`src/design/mmc_regs.svh`:
```
// Register offsets, field positions, reset values and timing counts
`ifndef MMC_REGS_SVH
`define MMC_REGS_SVH
// Direct I/O ports
`define MMC_IO_MAP_SEL 8'h6C
`define MMC_IO_MAP_LO 8'h6E
`define MMC_IO_MAP_HI 8'h6F
`define MMC_IO_INDEX 8'h22
`define MMC_IO_DATA 8'h23
// Indexed registers
`define MMC_IX_MEMCTL1 8'h04
`define MMC_IX_MEMCTL2 8'h05
`define MMC_IX_APIN1 8'h14
`define MMC_IX_APIN2 8'h15
`define MMC_IX_APIN3 8'h16
`define MMC_IX_ROMWS 8'h7C
`define MMC_IX_RAMWS 8'h7D
`define MMC_IX_RFSH 8'h7F
`define MMC_IX_SHD_ADDR 8'hE8
`define MMC_IX_SHD_CTL 8'hE9
// Memory control one and two bits
`define MMC_MC1_MAPEN 0
`define MMC_MC1_LATCH 1
`define MMC_MC1_VGA 2
`define MMC_MC1_DRAM 3
`define MMC_MC1_BANKS 4
`define MMC_MC1_SLOW 5
`define MMC_MC2_SECOND_ROM_SPACE_BYTE 0
// Mapper entry fields
`define MMC_ENT_EN 15
`define MMC_ENT_TYPE_HI 13
`define MMC_ENT_TYPE_LO 12
`define MMC_ENT_PAGE_HI 9
// Shadow control bits
`define MMC_SHD_WRRAM 7
`define MMC_SHD_RDRAM 6
// CPU segments (address bits 19:16) and entry base of the C to E windows
`define MMC_SEG_A 4'hA
`define MMC_SEG_B 4'hB
`define MMC_SEG_C 4'hC
`define MMC_SEG_E 4'hE
`define MMC_SEG_BIOS 4'hF
`define MMC_WIN_BASE 4'h4
// Reset values
`define MMC_RST_BYTE 8'h00
`define MMC_RST_RFSH 8'hFF
// Timing
`define MMC_CLK_NS 50
`define MMC_RFSH_TICK_NS 15260
`define MMC_RFSH_TICK_CYC (`MMC_RFSH_TICK_NS / `MMC_CLK_NS)
`endif

```
`src/design/mmc_pkg.sv`:
```
// Types shared by the memory mapper controller
package mmc_pkg;
   // Memory type held in a mapper entry
   typedef enum logic [1:0] {
      MMC_T_RAM = 2'h0,
      MMC_T_BOOT_ROM_SPACE = 2'h1,
      MMC_T_SECOND_ROM_SPACE = 2'h2,
      MMC_T_EXP = 2'h3
   } mmc_mem_type_type;
   // Access cycle sequencer states
   typedef enum logic [3:0] {
      CY_IDLE = 4'h1,
      CY_SETUP = 4'h2,
      CY_WAIT = 4'h4,
      CY_DONE = 4'h8
   } mmc_cyc_state_type;
   // Refresh sequencer states
   typedef enum logic [3:0] {
      RF_IDLE = 4'h1,
      RF_CAS = 4'h2,
      RF_RAS = 4'h4,
      RF_END = 4'h8
   } mmc_rf_state_type;
endpackage

```
`src/design/mmc_cycle_timer.sv`:
```
// Access cycle sequencer: setup delay, strobe and wait states
`timescale 1ns/1ps
module mmc_cycle_timer import mmc_pkg::*; #(
   parameter int WS_W = 3
) (
   // Clock and reset
   input wire logic clk_i,
   input wire logic rst_i,
   // Request
   input wire logic start_i,
   input wire logic [WS_W-1:0] wait_states_i,
   input wire logic delay_start_i,
   // Status
   output logic strobe_o,
   output logic done_o,
   output logic busy_o
);
   initial begin
      if (WS_W < 1 || WS_W > 8) $error("WS_W out of range");
   end

   mmc_cyc_state_type state_q; // Sequencer state
   logic [WS_W-1:0] count_q; // Remaining wait states

   // Strobe rises after optional setup cycle, falls after waits
   always_ff @(posedge clk_i or posedge rst_i) begin
      if (rst_i) begin
         state_q <= CY_IDLE;
         count_q <= '0;
         strobe_o <= 1'b0;
         done_o <= 1'b0;
         busy_o <= 1'b0;
      end else begin
         done_o <= 1'b0;
         case (state_q)
            CY_IDLE: begin
               if (start_i) begin
                  count_q <= wait_states_i;
                  busy_o <= 1'b1;
                  // Slow memory gets one clock of extra setup
                  strobe_o <= ~delay_start_i;
                  state_q <= delay_start_i ? CY_SETUP : CY_WAIT;
               end
            end
            CY_SETUP: begin
               strobe_o <= 1'b1;
               state_q <= CY_WAIT;
            end
            CY_WAIT: begin
               if (count_q == '0) begin
                  strobe_o <= 1'b0;
                  done_o <= 1'b1;
                  state_q <= CY_DONE;
               end else begin
                  count_q <= count_q - 1'b1;
               end
            end
            CY_DONE: begin
               busy_o <= 1'b0;
               state_q <= CY_IDLE;
            end
            default: begin
               state_q <= CY_IDLE;
               strobe_o <= 1'b0;
               busy_o <= 1'b0;
            end
         endcase
      end
   end
endmodule

```
`src/design/mmc_top.sv`:
```
// Memory mapper controller: mapper, pins, wait states, refresh, shadow
`timescale 1ns/1ps
`include "mmc_regs.svh"
module mmc_top import mmc_pkg::*; #(
   parameter int TICK_CYC = `MMC_RFSH_TICK_CYC
) (
   // Clock and reset
   input wire logic clk_i,
   input wire logic rst_i,
   // I/O register port
   input wire logic io_wr_i,
   input wire logic io_rd_i,
   input wire logic [7:0] io_addr_i,
   input wire logic [7:0] io_wdata_i,
   output logic [7:0] io_rdata_o,
   // CPU memory cycle
   input wire logic mem_start_i,
   input wire logic mem_wr_i,
   input wire logic [19:0] cpu_addr_i,
   output logic mem_ready_o,
   // Strap pin
   input wire logic rom_byte_strap_i,
   // Physical memory side
   output logic [23:0] phys_addr_o,
   output logic ram_sel_o,
   output logic boot_rom_select_o,
   output logic second_rom_select_o,
   output logic exp_sel_o,
   output logic mem_strobe_o,
   output logic mem_we_o,
   output logic rom_byte_mode_o,
   // Refresh strobes
   output logic rfsh_cas_o,
   output logic rfsh_cas_odd_o,
   output logic rfsh_ras_o
);
   initial begin
      if (TICK_CYC < 1 || TICK_CYC > 65535) $error("TICK_CYC out of range");
   end

   // Window decode: {valid, entry index} from CPU address bits 19:12
   function automatic logic [4:0] win_index(input logic [7:0] hi, input logic vga);
      logic [5:0] q;
      q = hi[7:2];
      win_index = 5'h00;
      if (hi[7:4] >= `MMC_SEG_C && hi[7:4] <= `MMC_SEG_E) begin
         win_index = {1'b1, 4'(q[3:0] + `MMC_WIN_BASE)};
      end else if (hi[7:4] == (vga ? `MMC_SEG_B : `MMC_SEG_A)) begin
         win_index = {3'b100, q[1:0]};
      end
   endfunction

   // Registers
   logic [7:0] index_q; // Indexed register pointer
   logic [7:0] mc1_q; // Memory control one
   logic [7:0] mc2_q; // Memory control two
   logic [7:0] apin1_q; // RAM and boot ROM pin enables
   logic [7:0] apin2_q; // Second ROM enables, latch 19:16
   logic [7:0] apin3_q; // Latch 15:12
   logic [7:0] romws_q; // ROM wait states
   logic [7:0] ramws_q; // RAM wait states
   logic [7:0] rfsh_q; // Refresh period
   logic [7:0] shd_addr_q; // Shadow start, bits 23:16
   logic [7:0] shd_ctl_q; // Shadow control
   logic [7:0] map_sel_q; // Mapper entry select
   logic [15:0] map_mem [16]; // Mapper entries
   logic [4:0] sel_win; // Decoded select port window
   logic [15:0] sel_ent; // Entry addressed by select port

   assign sel_win = win_index(map_sel_q, mc1_q[`MMC_MC1_VGA]);
   assign sel_ent = map_mem[sel_win[3:0]];

   // Direct ports and indexed register writes
   always_ff @(posedge clk_i or posedge rst_i) begin
      if (rst_i) begin
         index_q <= `MMC_RST_BYTE;
         map_sel_q <= `MMC_RST_BYTE;
         mc1_q <= `MMC_RST_BYTE;
         mc2_q <= `MMC_RST_BYTE;
         apin1_q <= `MMC_RST_BYTE;
         apin2_q <= `MMC_RST_BYTE;
         apin3_q <= `MMC_RST_BYTE;
         romws_q <= `MMC_RST_BYTE;
         ramws_q <= `MMC_RST_BYTE;
         rfsh_q <= `MMC_RST_RFSH;
         shd_addr_q <= `MMC_RST_BYTE;
         shd_ctl_q <= `MMC_RST_BYTE;
      end else if (io_wr_i) begin
         case (io_addr_i)
            `MMC_IO_INDEX: index_q <= io_wdata_i;
            `MMC_IO_MAP_SEL: map_sel_q <= io_wdata_i;
            `MMC_IO_DATA: begin
               case (index_q)
                  `MMC_IX_MEMCTL1: mc1_q <= io_wdata_i;
                  `MMC_IX_MEMCTL2: mc2_q <= io_wdata_i;
                  `MMC_IX_APIN1: apin1_q <= io_wdata_i;
                  `MMC_IX_APIN2: apin2_q <= io_wdata_i;
                  `MMC_IX_APIN3: apin3_q <= io_wdata_i;
                  `MMC_IX_ROMWS: romws_q <= io_wdata_i;
                  `MMC_IX_RAMWS: ramws_q <= io_wdata_i;
                  `MMC_IX_RFSH: rfsh_q <= io_wdata_i;
                  `MMC_IX_SHD_ADDR: shd_addr_q <= io_wdata_i;
                  `MMC_IX_SHD_CTL: shd_ctl_q <= io_wdata_i;
                  default: ;
               endcase
            end
            default: ;
         endcase
      end
   end

   // Mapper entry storage; data writes land on the selected window
   always_ff @(posedge clk_i or posedge rst_i) begin
      if (rst_i) begin
         for (int i = 0; i < 16; i++) begin
            map_mem[i] <= 16'h0000;
         end
      end else if (io_wr_i && sel_win[4]) begin
         // Select must already name the window
         if (io_addr_i == `MMC_IO_MAP_LO) begin
            map_mem[sel_win[3:0]][7:0] <= io_wdata_i;
         end else if (io_addr_i == `MMC_IO_MAP_HI) begin
            map_mem[sel_win[3:0]][15:8] <= io_wdata_i;
         end
      end
   end

   // Register read data, unknown addresses read zero
   always_ff @(posedge clk_i or posedge rst_i) begin
      if (rst_i) begin
         io_rdata_o <= `MMC_RST_BYTE;
      end else if (io_rd_i) begin
         case (io_addr_i)
            `MMC_IO_INDEX: io_rdata_o <= index_q;
            `MMC_IO_MAP_SEL: io_rdata_o <= map_sel_q;
            `MMC_IO_MAP_LO: io_rdata_o <= sel_win[4] ? sel_ent[7:0] : `MMC_RST_BYTE;
            `MMC_IO_MAP_HI: io_rdata_o <= sel_win[4] ? sel_ent[15:8] : `MMC_RST_BYTE;
            `MMC_IO_DATA: begin
               case (index_q)
                  `MMC_IX_MEMCTL1: io_rdata_o <= mc1_q;
                  `MMC_IX_MEMCTL2: io_rdata_o <= mc2_q;
                  `MMC_IX_APIN1: io_rdata_o <= apin1_q;
                  `MMC_IX_APIN2: io_rdata_o <= apin2_q;
                  `MMC_IX_APIN3: io_rdata_o <= apin3_q;
                  `MMC_IX_ROMWS: io_rdata_o <= romws_q;
                  `MMC_IX_RAMWS: io_rdata_o <= ramws_q;
                  `MMC_IX_RFSH: io_rdata_o <= rfsh_q;
                  `MMC_IX_SHD_ADDR: io_rdata_o <= shd_addr_q;
                  `MMC_IX_SHD_CTL: io_rdata_o <= shd_ctl_q;
                  default: io_rdata_o <= `MMC_RST_BYTE;
               endcase
            end
            default: io_rdata_o <= `MMC_RST_BYTE;
         endcase
      end
   end

   // Strap: two-stage sync, caught once after reset release
   logic strap_m_q; // First sync stage
   logic strap_s_q; // Second sync stage
   logic strap_arm_q; // First edge after release seen
   logic strap_wait_q; // Second stage now holds the pin
   logic strap_done_q; // Strap captured
   logic boot_rom_space_byte_q; // Boot ROM is byte wide
   // Capture waits two edges so the sync stages hold the pin, not reset zeros
   always_ff @(posedge clk_i or posedge rst_i) begin
      if (rst_i) begin
         strap_m_q <= 1'b0;
         strap_s_q <= 1'b0;
         strap_arm_q <= 1'b0;
         strap_wait_q <= 1'b0;
         strap_done_q <= 1'b0;
         boot_rom_space_byte_q <= 1'b0;
      end else begin
         strap_m_q <= rom_byte_strap_i;
         strap_s_q <= strap_m_q;
         strap_arm_q <= 1'b1;
         strap_wait_q <= strap_arm_q;
         strap_done_q <= strap_wait_q;
         if (strap_wait_q && !strap_done_q) begin
            boot_rom_space_byte_q <= strap_s_q;
         end
      end
   end

   // Address translation for the present CPU address
   logic [4:0] cpu_win; // Window of the CPU address
   logic [15:0] cpu_ent; // Its mapper entry
   logic [23:0] tr_addr; // Physical address
   logic [1:0] tr_type; // Target memory type
   logic tr_sel; // Some memory is selected
   logic tr_wblock; // Write is dropped
   assign cpu_win = win_index(cpu_addr_i[19:12], mc1_q[`MMC_MC1_VGA]);
   assign cpu_ent = map_mem[cpu_win[3:0]];

   always_comb begin
      tr_addr = {4'h0, cpu_addr_i};
      tr_type = MMC_T_RAM;
      tr_sel = 1'b1;
      tr_wblock = 1'b0;
      if (cpu_addr_i[19:16] == `MMC_SEG_BIOS) begin
         if (shd_ctl_q[`MMC_SHD_RDRAM]) begin
            // Shadow read: read RAM, writes refused unless MMC_SHD_WRRAM is also set
            tr_addr = {shd_addr_q, cpu_addr_i[15:0]};
            tr_wblock = mem_wr_i & ~shd_ctl_q[`MMC_SHD_WRRAM];
         end else if (shd_ctl_q[`MMC_SHD_WRRAM] && mem_wr_i) begin
            tr_addr = {shd_addr_q, cpu_addr_i[15:0]};
         end else begin
            // Boot ROM, upper bits forced low
            tr_addr = {8'h00, cpu_addr_i[15:0]};
            tr_type = MMC_T_BOOT_ROM_SPACE;
         end
      end else if (cpu_win[4]) begin
         if (mc1_q[`MMC_MC1_MAPEN] && cpu_ent[`MMC_ENT_EN]) begin
            tr_addr = {cpu_ent[`MMC_ENT_PAGE_HI:0], cpu_addr_i[13:0]};
            tr_type = cpu_ent[`MMC_ENT_TYPE_HI:`MMC_ENT_TYPE_LO];
         end else begin
            tr_sel = 1'b0;
         end
      end
      // Below the windows: plain system RAM, display area as RAM too
   end

   // Per-type wait states and pin enables
   logic [2:0] tr_ws; // Wait states for the cycle
   logic [3:0] tr_pin_en; // Upper pin enables for the type
   always_comb begin
      case (tr_type)
         MMC_T_RAM: begin
            tr_ws = ramws_q[2:0];
            tr_pin_en = apin1_q[3:0];
         end
         MMC_T_BOOT_ROM_SPACE: begin
            tr_ws = romws_q[2:0];
            tr_pin_en = apin1_q[7:4];
         end
         MMC_T_SECOND_ROM_SPACE: begin
            tr_ws = romws_q[6:4];
            tr_pin_en = apin2_q[3:0];
         end
         default: begin
            tr_ws = 3'h0;
            tr_pin_en = 4'hF;
         end
      endcase
   end

   // Pin values with latching of disabled or held pins
   logic io_cyc; // I/O cycle on the bus
   logic [23:0] pin_d; // Next pin values
   logic [11:0] hold_mid; // Latch config for 19:12
   assign io_cyc = io_wr_i | io_rd_i;
   assign hold_mid = {apin2_q[7:4], apin3_q[3:0], 4'h0};
   always_comb begin
      pin_d = tr_addr;
      for (int i = 0; i < 4; i++) begin
         if (!tr_pin_en[i]) begin
            // Disabled pin holds when latching, else low
            pin_d[20+i] = mc1_q[`MMC_MC1_LATCH] & phys_addr_o[20+i];
         end
      end
      for (int i = 12; i < 20; i++) begin
         if (mc1_q[`MMC_MC1_LATCH] && hold_mid[i-8] && tr_type == MMC_T_RAM
             && mc1_q[`MMC_MC1_DRAM]) begin
            pin_d[i] = phys_addr_o[i];
         end
      end
   end

   // Cycle control
   logic cyc_go; // Start of an access
   logic pend_q; // Request waiting behind refresh
   logic cyc_busy; // Sequencer busy
   logic cyc_done; // Sequencer finished
   logic cyc_strobe; // Sequencer strobe
   logic rf_busy; // Refresh owns the memory
   mmc_rf_state_type rf_q; // Refresh state
   assign rf_busy = (rf_q != RF_IDLE);
   assign cyc_go = (mem_start_i | pend_q) & ~rf_busy & ~cyc_busy;

   // Hold a CPU request while a refresh runs
   always_ff @(posedge clk_i or posedge rst_i) begin
      if (rst_i) begin
         pend_q <= 1'b0;
      end else if (cyc_go) begin
         pend_q <= 1'b0;
      end else if (mem_start_i) begin
         pend_q <= 1'b1;
      end
   end

   mmc_cycle_timer #(
      .WS_W(3)
   ) u_timer (
      .clk_i(clk_i),
      .rst_i(rst_i),
      .start_i(cyc_go),
      .wait_states_i(tr_ws),
      .delay_start_i(mc1_q[`MMC_MC1_SLOW] & (tr_type == MMC_T_RAM)),
      .strobe_o(cyc_strobe),
      .done_o(cyc_done),
      .busy_o(cyc_busy)
   );

   // Address pins and selects, held through the access
   always_ff @(posedge clk_i or posedge rst_i) begin
      if (rst_i) begin
         phys_addr_o <= 24'h000000;
         ram_sel_o <= 1'b0;
         boot_rom_select_o <= 1'b0;
         second_rom_select_o <= 1'b0;
         exp_sel_o <= 1'b0;
         mem_we_o <= 1'b0;
         rom_byte_mode_o <= 1'b0;
      end else if (cyc_go) begin
         phys_addr_o <= pin_d;
         ram_sel_o <= tr_sel & (tr_type == MMC_T_RAM);
         boot_rom_select_o <= tr_sel & (tr_type == MMC_T_BOOT_ROM_SPACE);
         second_rom_select_o <= tr_sel & (tr_type == MMC_T_SECOND_ROM_SPACE);
         exp_sel_o <= tr_sel & (tr_type == MMC_T_EXP);
         mem_we_o <= mem_wr_i & ~tr_wblock;
         rom_byte_mode_o <= (tr_type == MMC_T_BOOT_ROM_SPACE) ? boot_rom_space_byte_q :
            (tr_type == MMC_T_SECOND_ROM_SPACE) & mc2_q[`MMC_MC2_SECOND_ROM_SPACE_BYTE];
      end else if (io_cyc && !cyc_busy) begin
         // I/O cycle: configured 19:16 keep the last value
         phys_addr_o[15:0] <= cpu_addr_i[15:0];
         for (int i = 16; i < 20; i++) begin
            phys_addr_o[i] <= (mc1_q[`MMC_MC1_LATCH] && hold_mid[i-8]) ? phys_addr_o[i] : cpu_addr_i[i];
         end
      end else if (cyc_done) begin
         ram_sel_o <= 1'b0;
         boot_rom_select_o <= 1'b0;
         second_rom_select_o <= 1'b0;
         exp_sel_o <= 1'b0;
         mem_we_o <= 1'b0;
      end
   end

   // Strobe and ready follow the sequencer
   always_ff @(posedge clk_i or posedge rst_i) begin
      if (rst_i) begin
         mem_strobe_o <= 1'b0;
         mem_ready_o <= 1'b0;
      end else begin
         mem_strobe_o <= cyc_strobe & (ram_sel_o | boot_rom_select_o | second_rom_select_o | exp_sel_o);
         mem_ready_o <= cyc_done;
      end
   end

   // Refresh tick prescaler and period counter
   logic [15:0] pre_q; // Tick prescaler
   logic [7:0] rf_cnt_q; // Ticks since last request
   logic rf_req_q; // Refresh owed
   logic rf_take; // Refresh starts now
   assign rf_take = rf_req_q & (rf_q == RF_IDLE) & ~cyc_busy & ~cyc_go;
   always_ff @(posedge clk_i or posedge rst_i) begin
      if (rst_i) begin
         pre_q <= 16'h0000;
         rf_cnt_q <= 8'h00;
         rf_req_q <= 1'b0;
      end else begin
         if (pre_q == 16'(TICK_CYC - 1)) begin
            pre_q <= 16'h0000;
            // Period is the register value in ticks, zero acts as one
            if (rf_cnt_q + 8'h01 >= rfsh_q) begin
               rf_cnt_q <= 8'h00;
               rf_req_q <= 1'b1;
            end else begin
               rf_cnt_q <= rf_cnt_q + 8'h01;
               if (rf_take) rf_req_q <= 1'b0;
            end
         end else begin
            pre_q <= pre_q + 16'h0001;
            if (rf_take) rf_req_q <= 1'b0;
         end
      end
   end

   // Column-before-row refresh, odd bank column one cycle late when the banks bit is set, else with the first
   always_ff @(posedge clk_i or posedge rst_i) begin
      if (rst_i) begin
         rf_q <= RF_IDLE;
         rfsh_cas_o <= 1'b0;
         rfsh_cas_odd_o <= 1'b0;
         rfsh_ras_o <= 1'b0;
      end else begin
         case (rf_q)
            RF_IDLE: begin
               if (rf_take) begin
                  rfsh_cas_o <= 1'b1;
                  rfsh_cas_odd_o <= ~mc1_q[`MMC_MC1_BANKS];
                  rf_q <= RF_CAS;
               end
            end
            RF_CAS: begin
               rfsh_cas_odd_o <= 1'b1;
               rfsh_ras_o <= 1'b1;
               rf_q <= RF_RAS;
            end
            RF_RAS: begin
               rf_q <= RF_END;
            end
            RF_END: begin
               rfsh_cas_o <= 1'b0;
               rfsh_cas_odd_o <= 1'b0;
               rfsh_ras_o <= 1'b0;
               rf_q <= RF_IDLE;
            end
            default: begin
               rf_q <= RF_IDLE;
               rfsh_cas_o <= 1'b0;
               rfsh_cas_odd_o <= 1'b0;
               rfsh_ras_o <= 1'b0;
            end
         endcase
      end
   end
endmodule

```
`config.mk`:
```
export PLATFORM = sky130hd
export DESIGN_NAME = mmc_top
export DESIGN_NICKNAME = d
export VERILOG_FILES = /design/src/design/mmc_pkg.sv /design/src/design/mmc_cycle_timer.sv /design/src/design/mmc_top.sv
export VERILOG_INCLUDE_DIRS = /design/src /design/src/design
export SDC_FILE = /design/constraint.sdc
export NUM_CORES = 1
export LEC_CHECK = 0
export BUFFER_PORTS_ARGS = -buffer_cell sky130_fd_sc_hd__buf_2
export CORE_MARGIN = 2
export CORE_UTILIZATION = 40
export DETAILED_ROUTE_END_ITERATION = 8
export PLACE_DENSITY_LB_ADDON = 0.15
export SLEW_MARGIN = 30
export SYNTH_ARGS = -nofsm -noshare
export SYNTH_HDL_FRONTEND = slang
export SYNTH_SLANG_ARGS = --single-unit
```
`constraint.sdc`:
```
create_clock -name clk_i -period 20.6 [get_ports clk_i]
set_clock_uncertainty 0.05 [all_clocks]
set_input_delay 1.03 -clock clk_i [delete_from_list [all_inputs] [get_ports clk_i]]
set_output_delay 1.03 -clock clk_i [all_outputs]
set_load 0.01 [all_outputs]
```
# Word level (Yosys, flattened, before mapping)
# Cells that the tools add are included.
[word_totals]
mem_bits_rw = 0
romBits = 0
elab_cells = 328
latch_bits = 0
out_inout_bits = 43
reg_bits = 441
mem_count = 0
[op_classes]
addsub = 5
shift = 0
muxes = 94
div_mod_pow = 0
n_reduce_logical = 72
n_bitwise = 36
magnitude_cmp = 8
multipliers = 0
eq_ne = 47
[op_table]
columns = ["cell", "count"]
rows = [
  ["bitwise mux 256 bit", 2],
  ["two-way mux 256 bit", 2],
  ["binary-select mux 16 bit (select 4 bit)", 2],
  ["demux 16 bit (select 4 bit)", 2],
  ["two-way mux 24 bit", 5],
  ["two-way mux 16 bit", 6],
  ["one-hot mux 8 bit (10 select lines)", 1],
  ["== test 8 x 7 -> 1 bit (second input constant)", 6],
  ["AND reduction 3 bit", 16],
  ["two-way mux 1 bit", 44],
  ["two-way mux 20 bit", 2],
  ["one-hot mux 8 bit (5 select lines)", 1],
  ["one-hot mux 4 bit (3 select lines)", 3],
  ["logical AND 1 bit", 32],
  ["two-way mux 8 bit", 4],
  ["!= test 2 bit (second input constant)", 16],
  ["== test 8 x 5 -> 1 bit (second input constant)", 3],
  ["AND reduction 2 bit", 12],
  ["two-way mux 5 bit", 4],
  ["AND 1 bit", 18],
  ["adder 16 x 1 -> 16 bit (second input constant)", 1],
  ["== test 16 x 9 -> 1 bit (second input constant)", 1],
  ["== test 8 x 3 -> 1 bit (second input constant)", 2],
  ["== test 8 x 6 -> 1 bit (second input constant)", 2],
  ["other kinds (34)", 75],
]

# Longest topological paths before layout
# Gate-level depths: netlist (run 1).
[logic_depth]
word_depth = 17
depth_mapped = 13
ltp_nobuf = 10

# Hierarchy
# Synthesis (run 1) repeated with hierarchy kept, for this count alone.
[unflattened]
hier_cells = 2128
area_unflattened_um2 = 23108.4
[by_module_without_submodules]
columns = ["module", "n_inst", "cells_each", "seq_area_each_um2", "area_each_um2"]
rows = [
  ["mmc_top", 1, 2072, 10796.6, 22566.6],
  ["mmc_cycle_timer", 1, 56, 251.5, 541.8],
]

# Worst setup path after synthesis (run 1)
# No wires, ideal clock.
[synth_path]
kind = "input to register"
start = "in cpu_addr_i[18]"
end = "reg phys_addr_o[12]"
t_required_ps = 20422
n_path_buf = 1
slack_ps = 16756
arrival_ps = 3667
stages = 9
cell_sequence = "buf_2 and4b_4 o31ai_4 mux4_2 a311o_1 a32o_2 nor3b_4 a41oi_1 mux2_1"
[synth_between]
elab_chain_len = 16
word_cells_on_any_way = 24
[synth_lines]
columns = ["element", "line", "source"]
rows = [
  ["from (decl)", "mmc_top.sv:19", "input wire logic [19:0] cpu_addr_i,"],
  [">= comparator 4 bit (no line), or another cell as far along", "--", ""],
  ["logical AND 1 bit (no line) / two-way mux 5 bit (equally long branches)", "--", ""],
  ["two-way mux 5 bit", "mmc_top.sv:46", "if (hi[7:4] >= `MMC_SEG_C && hi[7:4] <= `MMC_SEG_E) begin"],
  ["NOT 4 -> 5 bit (not written as such)", "mmc_top.sv:194", "assign cpu_ent = map_mem[cpu_win[3:0]];"],
  ["binary-select mux 16 bit (select 4 bit)", "mmc_top.sv:194", ""],
  ["two-way mux 16 bit (not written as such) (2 in a row)", "mmc_top.sv:194", ""],
  ["logical AND 1 bit", "mmc_top.sv:214", "if (mc1_q[`MMC_MC1_MAPEN] && cpu_ent[`MMC_ENT_EN]) begin"],
  ["two-way mux 2 bit", "mmc_top.sv:214", ""],
  ["two-way mux 2 bit", "mmc_top.sv:213", "end else if (cpu_win[4]) begin"],
  ["two-way mux 2 bit", "mmc_top.sv:201", "if (cpu_addr_i[19:16] == `MMC_SEG_BIOS) begin"],
  ["logical NOT 2 bit", "mmc_top.sv:263", "if (mc1_q[`MMC_MC1_LATCH] && hold_mid[i-8] && tr_type == MMC_T_RAM"],
  ["logical AND 1 bit (2 in a row)", "mmc_top.sv:263", ""],
  ["!= test 2 bit (no line)", "--", ""],
  ["AND reduction 2 bit (no line)", "--", ""],
  ["to (signal assigned)", "mmc_top.sv:316", "phys_addr_o <= pin_d;"],
  ["to (signal assigned)", "mmc_top.sv:326", "phys_addr_o[15:0] <= cpu_addr_i[15:0];"],
  ["to (signal, indexed assignment)", "mmc_top.sv:328", "phys_addr_o[i] <= (mc1_q[`MMC_MC1_LATCH] && hold_mid[i-8]) ? phys_addr_o[i] : cpu_addr_i[i];"],
  ["to (decl)", "mmc_top.sv:24", "output logic [23:0] phys_addr_o,"],
]
# Parallel ways exist; a longest one is shown, timed or not. The select of a mux whose other input is x is not followed.
# A chain may end at the register's enable or synchronous reset.

# Worst setup path after layout (run 1)
[layout_path]
start = "in cpu_addr_i[14]"
end = "reg phys_addr_o[13]"
[layout_between]
elab_chain_len = 15
word_cells_on_any_way = 16
[layout_lines]
columns = ["element", "line"]
rows = [
  ["adder 4 x 3 -> 4 bit (no line) / two-way mux 5 bit (equally long branches)", "--"],
  ["two-way mux 5 bit (*)", "mmc_top.sv:46"],
  ["NOT 4 -> 5 bit (not written as such) (*)", "mmc_top.sv:194"],
  ["binary-select mux 16 bit (select 4 bit) (*)", "mmc_top.sv:194"],
  ["two-way mux 16 bit (not written as such) (*) (2 in a row)", "mmc_top.sv:194"],
  ["logical AND 1 bit", "mmc_top.sv:214"],
  ["two-way mux 2 bit (*)", "mmc_top.sv:214"],
  ["two-way mux 2 bit (*)", "mmc_top.sv:213"],
  ["two-way mux 2 bit (*)", "mmc_top.sv:201"],
  ["logical NOT 2 bit (*)", "mmc_top.sv:263"],
  ["logical AND 1 bit (*) (2 in a row)", "mmc_top.sv:263"],
  ["!= test 2 bit (no line) (*)", "--"],
  ["AND reduction 2 bit (no line) (*)", "--"],
]
# Every way passes the cells marked *; elsewhere a longest branch is shown, timed or not. The select of a mux whose other input is x is not followed.

==> impl_metrics.env, run 1 <==
export IMPL_run_status="finished clean"
export IMPL_rrSetupSlack_ns=16.31
export IMPL_start_util=0.4045
export IMPL_firstDrtPassIters=6
export IMPL_clock_tree_htree_level_count=2
export IMPL_finalHoldViolations=0
export IMPL_portBuffers=85
export IMPL_dr_first_iter_drc_count=1661
export IMPL_mappedNetlistNets=2058
export IMPL_synth_edff_count=0
export IMPL_r2r_cells=10
export IMPL_post_place_cells=2731
export IMPL_critical_path_arrival_ns=4.95
export IMPL_postCtsResizedCells=0
export IMPL_height_of_the_die_um=242.5
export IMPL_synth_seq_cells=441
export IMPL_drc=0
export IMPL_post_dp_hpwl_um=48890
export IMPL_cpMostUsedCell="sky130_fd_sc_hd__buf_4"
export IMPL_cts_made_buffers=49
export IMPL_die_area_sq_um=58830
export IMPL_path_depth=12
export IMPL_slowest_delay_ns=0.61
export IMPL_crit_required_ns=21.02
export IMPL_fp_dieW_um=242.5
export IMPL_most_area_consuming_cells_after_synthesis="sky130_fd_sc_hd__dfrtp_1, sky130_fd_sc_hd__mux2_2, sky130_fd_sc_hd__mux4_2"
export IMPL_wl_um=74080
export IMPL_type_of_element_capturing_the_critical_path="register"
export IMPL_gpl_final_weighted_congestion=0.8794
export IMPL_wl_met2_um=33700
export IMPL_met3_wirelength_um=5294
export IMPL_tritoncts="yes"
export IMPL_synth_top_cell_by_area="sky130_fd_sc_hd__dfrtp_1"
export IMPL_antenna_found_initial=0
export IMPL_yosysSeqAreaShare=0.4854
export IMPL_grt_total_usage=0.2515
export IMPL_worst_ir_drop_vdd_mv=0.05448
export IMPL_floorplan_io_pins=86
export IMPL_finish_net_count=2083
export IMPL_synth_async_reset_ratio=1.000
export IMPL_postCtsHoldBufs=0
export IMPL_maximum_number_of_pins_on_one_net_before_global_route_repair=105
export IMPL_layout_worst_path_cycle_share=0.2200
export IMPL_route_detailed_vias_per_inst=6.122
export IMPL_top_area_cell_type_share_of_the_netlist_area=0.4738
export IMPL_combined_area_of_the_multi_input_logic_cells_sq_um=11200
export IMPL_finalMaxSlewViolations=0
export IMPL_rsz0062_at_grt="false"
export IMPL_critical_path_startpoint_type="input port"
export IMPL_final_min_clock_period_ns=4.532
export IMPL_final_cells=2821
export IMPL_final_cell_mix="sky130_fd_sc_hd__dfrtp_1, sky130_fd_sc_hd__mux2_2, sky130_fd_sc_hd__nand2_1"
export IMPL_reg_to_reg_end="phys_addr_o[13]"
export IMPL_r2r_start="mc1_q[2]"
export IMPL_numClockSinks=441
export IMPL_final_setup_viol_count=0
export IMPL_seq_area_sq_um=11050
export IMPL_layout_commonest_cell="sky130_fd_sc_hd__dfrtp_1"
export IMPL_power_density_nw_per_um2=82.09
export IMPL_worst_pin_slew_ns=1.014
export IMPL_first_element_of_the_critical_path="cpu_addr_i[14]"
export IMPL_cts_repair_timing_setup_buffer_count=0
export IMPL_critical_path_slowest_cell="sky130_fd_sc_hd__buf_4"
export IMPL_path_delay_family="simple AND/OR/NAND/NOR gates"
export IMPL_core_rowCount=87
export IMPL_avgRoutedWirePerCell_um=26.26
export IMPL_synth_distinct_cells=81
export IMPL_drive_gt1_frac=0.3167
export IMPL_worst_setup_path_endpoint="phys_addr_o[13]"
export IMPL_synthToLayoutAreaGrowth_pct=12.69
export IMPL_timing_critical_path_cells="buf_2 -> buf_4 -> and2_1 -> o31ai_4 -> buf_4 -> mux4_2 -> nand3_1 -> o211ai_1 -> nand3_2 -> nor3b_4 -> a41oi_1 -> mux2_1"
export IMPL_min_path_type="reg -> reg"
export IMPL_synthesis_warning_total=0
export IMPL_worstPathMaxFanout=60
export IMPL_maxClockFrequency_ghz=0.2207
export IMPL_timing_max_slew_rel_slack=0.3212
export IMPL_cts_root_to_sink_buffers=3
export IMPL_setup_total_negative_slack_ns=0
export IMPL_power_leakage_nw=11.62
export IMPL_maximum_capacitance_violations=0
export IMPL_syn_cell_area_sq_um=22760
export IMPL_final_antenna_net_count=0
export IMPL_grt_pass1_vias=17232
export IMPL_mean_post_synth_cell_area_sq_um=11.38
export IMPL_clk_latency_ns=0.60
export IMPL_core_region_area_sq_um=56280
export IMPL_via_count=17270
export IMPL_globalRoute_totalOverflow=0
export IMPL_highest_signal_layer_in_the_routed_design="met4"
export IMPL_clk_pin_slew_worst_paths_ns=0.06
export IMPL_synth_top_flop_cell="sky130_fd_sc_hd__dfrtp_1"
export IMPL_critPathKind="in -> reg"
export IMPL_clock_root_buffer="sky130_fd_sc_hd__clkbuf_16"
export IMPL_critical_path_n_buffers_inverters=3
export IMPL_postSynthCellCount=2001
export IMPL_grt_first_pass_wirelength_um=113400
export IMPL_num_fill_cells=5230
export IMPL_antenna_diode_count=0
export IMPL_detail_route_wirelength_met1_um=33000
==> layout make-up <==
type | instances | area share
timing repair buffer | 116 | 0.02800
multi-input combinational | 1392 | 0.4366
clock buffer | 76 | 0.05566
tap | 756 | 0.03688
sequential | 441 | 0.4309
clock inverter | 14 | 0.007902
inverter | 26 | 0.004097
==> per-stage QoR <==
stage	hold slack (ns)	setup slack (ns)	util	cell area, sq um	power, mW
6_report	0.2994	16.07	0.4558	25650	2.106
2_1_floorplan	0.2812	7.250	-	22760	1.111
3_3_place_gp	0.2844	15.19	0.4238	23850	1.209
4_1_cts	0.3013	15.76	0.4547	25590	2.123
3_5_place_dp	0.2879	15.12	0.4257	23960	1.216
5_1_grt	0.3095	15.92	0.4558	25650	2.190
==> synthesized netlist by cell type, drive strengths merged (7+ instances only) <==
cell type	n
nand4	17
mux2i	49
xnor2	11
o22a	8
a21oi	57
o31ai	7
a31oi	45
and2	7
a21o	9
nand3	38
xor2	9
and3	9
nand2	163
mux2	367
inv	25
o21ai	49
nor3b	8
o221ai	34
nand2b	8
o22ai	30
dfstp	10
or2	9
or3	7
dfrtp	431
a22oi	29
a221oi	29
o211ai	11
a221o	7
a211oi	8
nor2b	41
nor2	135
o311ai	13
mux4	30
ha	14
clkbuf	123
a22o	14
nor3	29
a222oi	9
buf	19
==> power by group <==
part	switching, mW	internal (mW)
clock	0.367	0.538
combinational	0.176	0.0899
sequential	0.0300	0.905
==> state kept, by name, summed over array words and instances, names as in the netlist, 3 cells and up <==
| register | cells |
|---|---|
| rf_cnt_q | 8 |
| map_mem | 256 |
| ramws_q | 8 |
| mc2_q | 8 |
| rf_q | 4 |
| index_q | 8 |
| apin3_q | 8 |
| romws_q | 8 |
| rfsh_q | 8 |
| apin2_q | 8 |
| shd_ctl_q | 8 |
| map_sel_q | 8 |
| apin1_q | 8 |
| shd_addr_q | 8 |
| pre_q | 16 |
| u_timer.state_q | 4 |
| io_rdata_o | 8 |
| u_timer.count_q | 3 |
| phys_addr_o | 24 |
| mc1_q | 8 |
==> metal layers <==
metal,vias up,GRT usage
met5,-,0
li1,7567,-
met1,8893,0.3606
met4,0,0.07407
met3,130,0.04309
met2,680,0.3902
==> cells by family (layout without fill, tap and decap cells) <==
group / after synthesis / after routing / share of synthesized area
other: 1 / 1 / 0.0001647
flip-flops: 441 / 441 / 0.4854
buffers and inverters: 168 / 232 / 0.02880
AO/OA/AOI/OAI: 409 / 409 / 0.1314
XOR/XNOR: 20 / 20 / 0.007696
multiplexers: 446 / 446 / 0.2328
adder cells (fa/ha/maj): 14 / 14 / 0.007696
AND/OR/NAND/NOR: 502 / 502 / 0.1061
==> worst min-delay path by stage <==
stage / slack (ns) / start / end / cells after the start
after floorplan: 0.28 / strap_m_q / strap_s_q / 0
after global placement: 0.28 / strap_arm_q / strap_wait_q / 0
after detailed placement: 0.29 / strap_arm_q / strap_wait_q / 0
after CTS: 0.30 / strap_arm_q / strap_wait_q / 0
after global routing: 0.31 / strap_arm_q / strap_wait_q / 0
final: 0.30 / strap_arm_q / strap_wait_q / 0
Note: power is estimated with default switching activity, not from simulation.
==> run 2: changes to the inputs <==
- clock period: 20.6 -> 3.9 ns (I/O delays scaled with it)
==> run 2 against run 1 <==
  * The run now ends with design-rule violations left
  * Global-route usage increased by 0.68 points
  * Register-to-register slack got worse by 16 ns
  * Sequential power increased to 5.3 times the previous value
  * Clock-buffer cell count decreased by 6
  * Die area unchanged
  * Largest power group is now clock
==> impl_metrics.env, run 2 (synthesis results as in run 1) <==
export IMPL_totalPowerFinal_mw=11.57
export IMPL_largest_register_ff_count=256
export IMPL_maximum_number_of_pins_on_one_net_before_global_route_repair=103
export IMPL_run_status="finished with violations"
export IMPL_layout_worst_path_cycle_share=0.9695
export IMPL_start_point_of_the_worst_hold_path="cpu_addr_i[17]"
export IMPL_hold_end="phys_addr_o[17]"
export IMPL_final_antenna_net_count=0
export IMPL_synthToLayoutAreaGrowth_pct=16.60
export IMPL_core_rowCount=87
export IMPL_antenna_found_initial=2
export IMPL_start_util=0.4045
export IMPL_finalMaxSlewViolations=0
export IMPL_final_min_clock_period_ns=3.781
export IMPL_die_area_sq_um=58830
export IMPL_dr_first_iter_drc_count=1635
export IMPL_crit_required_ns=4.35
export IMPL_drive_gt1_frac=0.3293
export IMPL_final_critical_path_setup_slack_ns=0.1190
export IMPL_wl_um=75810
export IMPL_cts_repair_timing_setup_buffer_count=0
export IMPL_cts_root_to_sink_buffers=3
export IMPL_grt_first_pass_wirelength_um=115900
export IMPL_power_leakage_nw=12.17
export IMPL_clock_tree_htree_level_count=2
export IMPL_worst_pin_slew_ns=1.089
export IMPL_firstDrtPassIters=9
export IMPL_critical_path_startpoint_type="register"
export IMPL_globalRoute_totalOverflow=0
export IMPL_r2r_cells=9
export IMPL_hold_depth=3
export IMPL_final_cells=2925
export IMPL_clk_latency_ns=0.62
export IMPL_avgRoutedWirePerCell_um=25.92
export IMPL_floorplan_io_pins=86
export IMPL_post_place_cells=2811
export IMPL_r2r_start="mc1_q[2]"
export IMPL_final_cell_mix="sky130_fd_sc_hd__dfrtp_1, sky130_fd_sc_hd__mux2_2, sky130_fd_sc_hd__nand2_1"
export IMPL_worstPathMaxFanout=23
export IMPL_maximum_capacitance_violations=0
export IMPL_layout_commonest_cell="sky130_fd_sc_hd__dfrtp_1"
export IMPL_finalHoldViolations=0
export IMPL_rrSetupSlack_ns=0.12
export IMPL_clk_pin_slew_worst_paths_ns=0.06
export IMPL_postCtsResizedCells=0
export IMPL_route_detailed_vias_per_inst=6.025
export IMPL_type_of_element_capturing_the_critical_path="register"
export IMPL_grt_pass1_vias=17550
export IMPL_numClockSinks=441
export IMPL_final_setup_viol_count=0
export IMPL_finish_net_count=2184
export IMPL_postCtsHoldBufs=19
export IMPL_layout_top_registers="map_mem x256, phys_addr_o x24, pre_q x16"
export IMPL_failed_checks="design-rule violations"
export IMPL_min_path_type="in -> reg"
export IMPL_worst_ir_drop_vdd_mv=0.3780
export IMPL_power_density_nw_per_um2=435.9
export IMPL_post_dp_hpwl_um=50880
export IMPL_portBuffers=85
export IMPL_via_count=17623
export IMPL_maxClockFrequency_ghz=0.2645
export IMPL_core_region_area_sq_um=56280
export IMPL_preCtsSetupSlack_ns=0.1995
export IMPL_fp_dieW_um=242.5
export IMPL_final_core_density=0.4716
export IMPL_num_fill_cells=5136
export IMPL_clock_root_buffer="sky130_fd_sc_hd__clkbuf_16"
export IMPL_cts_made_buffers=51
export IMPL_timing_max_slew_rel_slack=0.2713
export IMPL_critPathKind="reg -> reg"
export IMPL_drc=7
export IMPL_gpl_final_weighted_congestion=0.8939
export IMPL_max_flop_register="map_mem"
export IMPL_height_of_the_die_um=242.5
export IMPL_rsz0062_at_grt="false"
export IMPL_critical_path_arrival_ns=4.23
export IMPL_tritoncts="yes"
export IMPL_reg_to_reg_end="u_timer.state_q[2]"
export IMPL_grt_total_usage=0.2583
## run 2: changes by cell type in the layout (fill, tap and decap cells not counted), moves of 4 or more
cell	delta
sky130_fd_sc_hd__nor3_2	-6
sky130_fd_sc_hd__clkbuf_1	-5
sky130_fd_sc_hd__nor2_1	+17
sky130_fd_sc_hd__dlygate4sd3_1	+19
sky130_fd_sc_hd__clkbuf_8	-4
sky130_fd_sc_hd__nor2_2	-17
sky130_fd_sc_hd__buf_4	+75
sky130_fd_sc_hd__buf_6	-4
sky130_fd_sc_hd__buf_12	+8
sky130_fd_sc_hd__nor3_1	+6
sky130_fd_sc_hd__clkinv_4	+4
## run 2: stage by stage
| step | hold WS, ns | setup TNS, ns | area, sq um |
|---|---|---|---|
| 2_1_floorplan | 0.1764 | -996.09 | 22770 |
| 3_3_place_gp | 0.1766 | 0 | 24520 |
| 3_5_place_dp | 0.1798 | 0 | 24550 |
| 4_1_cts | 0.03267 | 0 | 26530 |
| 5_1_grt | 0.05484 | 0 | 26540 |
| 6_report | 0.06382 | 0 | 26540 |
## run 2: where the power goes
group	total (mW)	switching, mW	leakage [nW]	internal [mW]
logic	1.49	0.959	5.30	0.531
registers	4.95	0.168	6.00	4.78
clock network	5.13	2.03	0.871	3.10
total	11.6	3.15	12.2	8.41
## run 2: area by class of cell
cell class	instances	area, sq um	area share
Multi-Input combinational cell	1392	11090	0.4180
Antenna cell	1	2.502	0.00009429
Clock buffer	70	1429	0.05384
Tap cell	756	945.9	0.03564
Timing Repair Buffer	215	1559	0.05874
Clock inverter	24	355.3	0.01339
Inverter	26	101.3	0.003819
Sequential cell	441	11050	0.4165
## run 2: per-layer routing
metal | global-route usage | vias to the layer above | routed length [um]
li1 | - | 7760 | -
met1 | 0.3653 | 9057 | 33440
met2 | 0.4068 | 668 | 35000
met3 | 0.03711 | 138 | 4702
met4 | 0.08787 | 0 | 2674
met5 | 0 | - | 0
## run 2: critical path: stages (launching register included)
cell and delay (ns):
sky130_fd_sc_hd__dfrtp_1 0.46, sky130_fd_sc_hd__and4b_4 0.29, sky130_fd_sc_hd__o31ai_4 0.47, sky130_fd_sc_hd__mux4_2 0.57, sky130_fd_sc_hd__a311o_1 0.46, sky130_fd_sc_hd__a32o_2 0.33
sky130_fd_sc_hd__buf_4 0.22, sky130_fd_sc_hd__a21oi_2 0.29, sky130_fd_sc_hd__a21oi_1 0.14, sky130_fd_sc_hd__o32a_1 0.36
## run 2: worst max-delay path by stage
stage	start	end	slack [ns]	cells after the start
3_5_place_dp	mc1_q[2]	u_timer.state_q[2]	0.20	9
6_report	mc1_q[2]	u_timer.state_q[2]	0.12	9
2_1_floorplan	rst_i	apin1_q[0]	-2.30	1
4_1_cts	mc1_q[2]	u_timer.state_q[2]	0.17	9
3_3_place_gp	mc1_q[2]	u_timer.state_q[2]	0.28	9
5_1_grt	mc1_q[2]	u_timer.state_q[2]	0.03	9
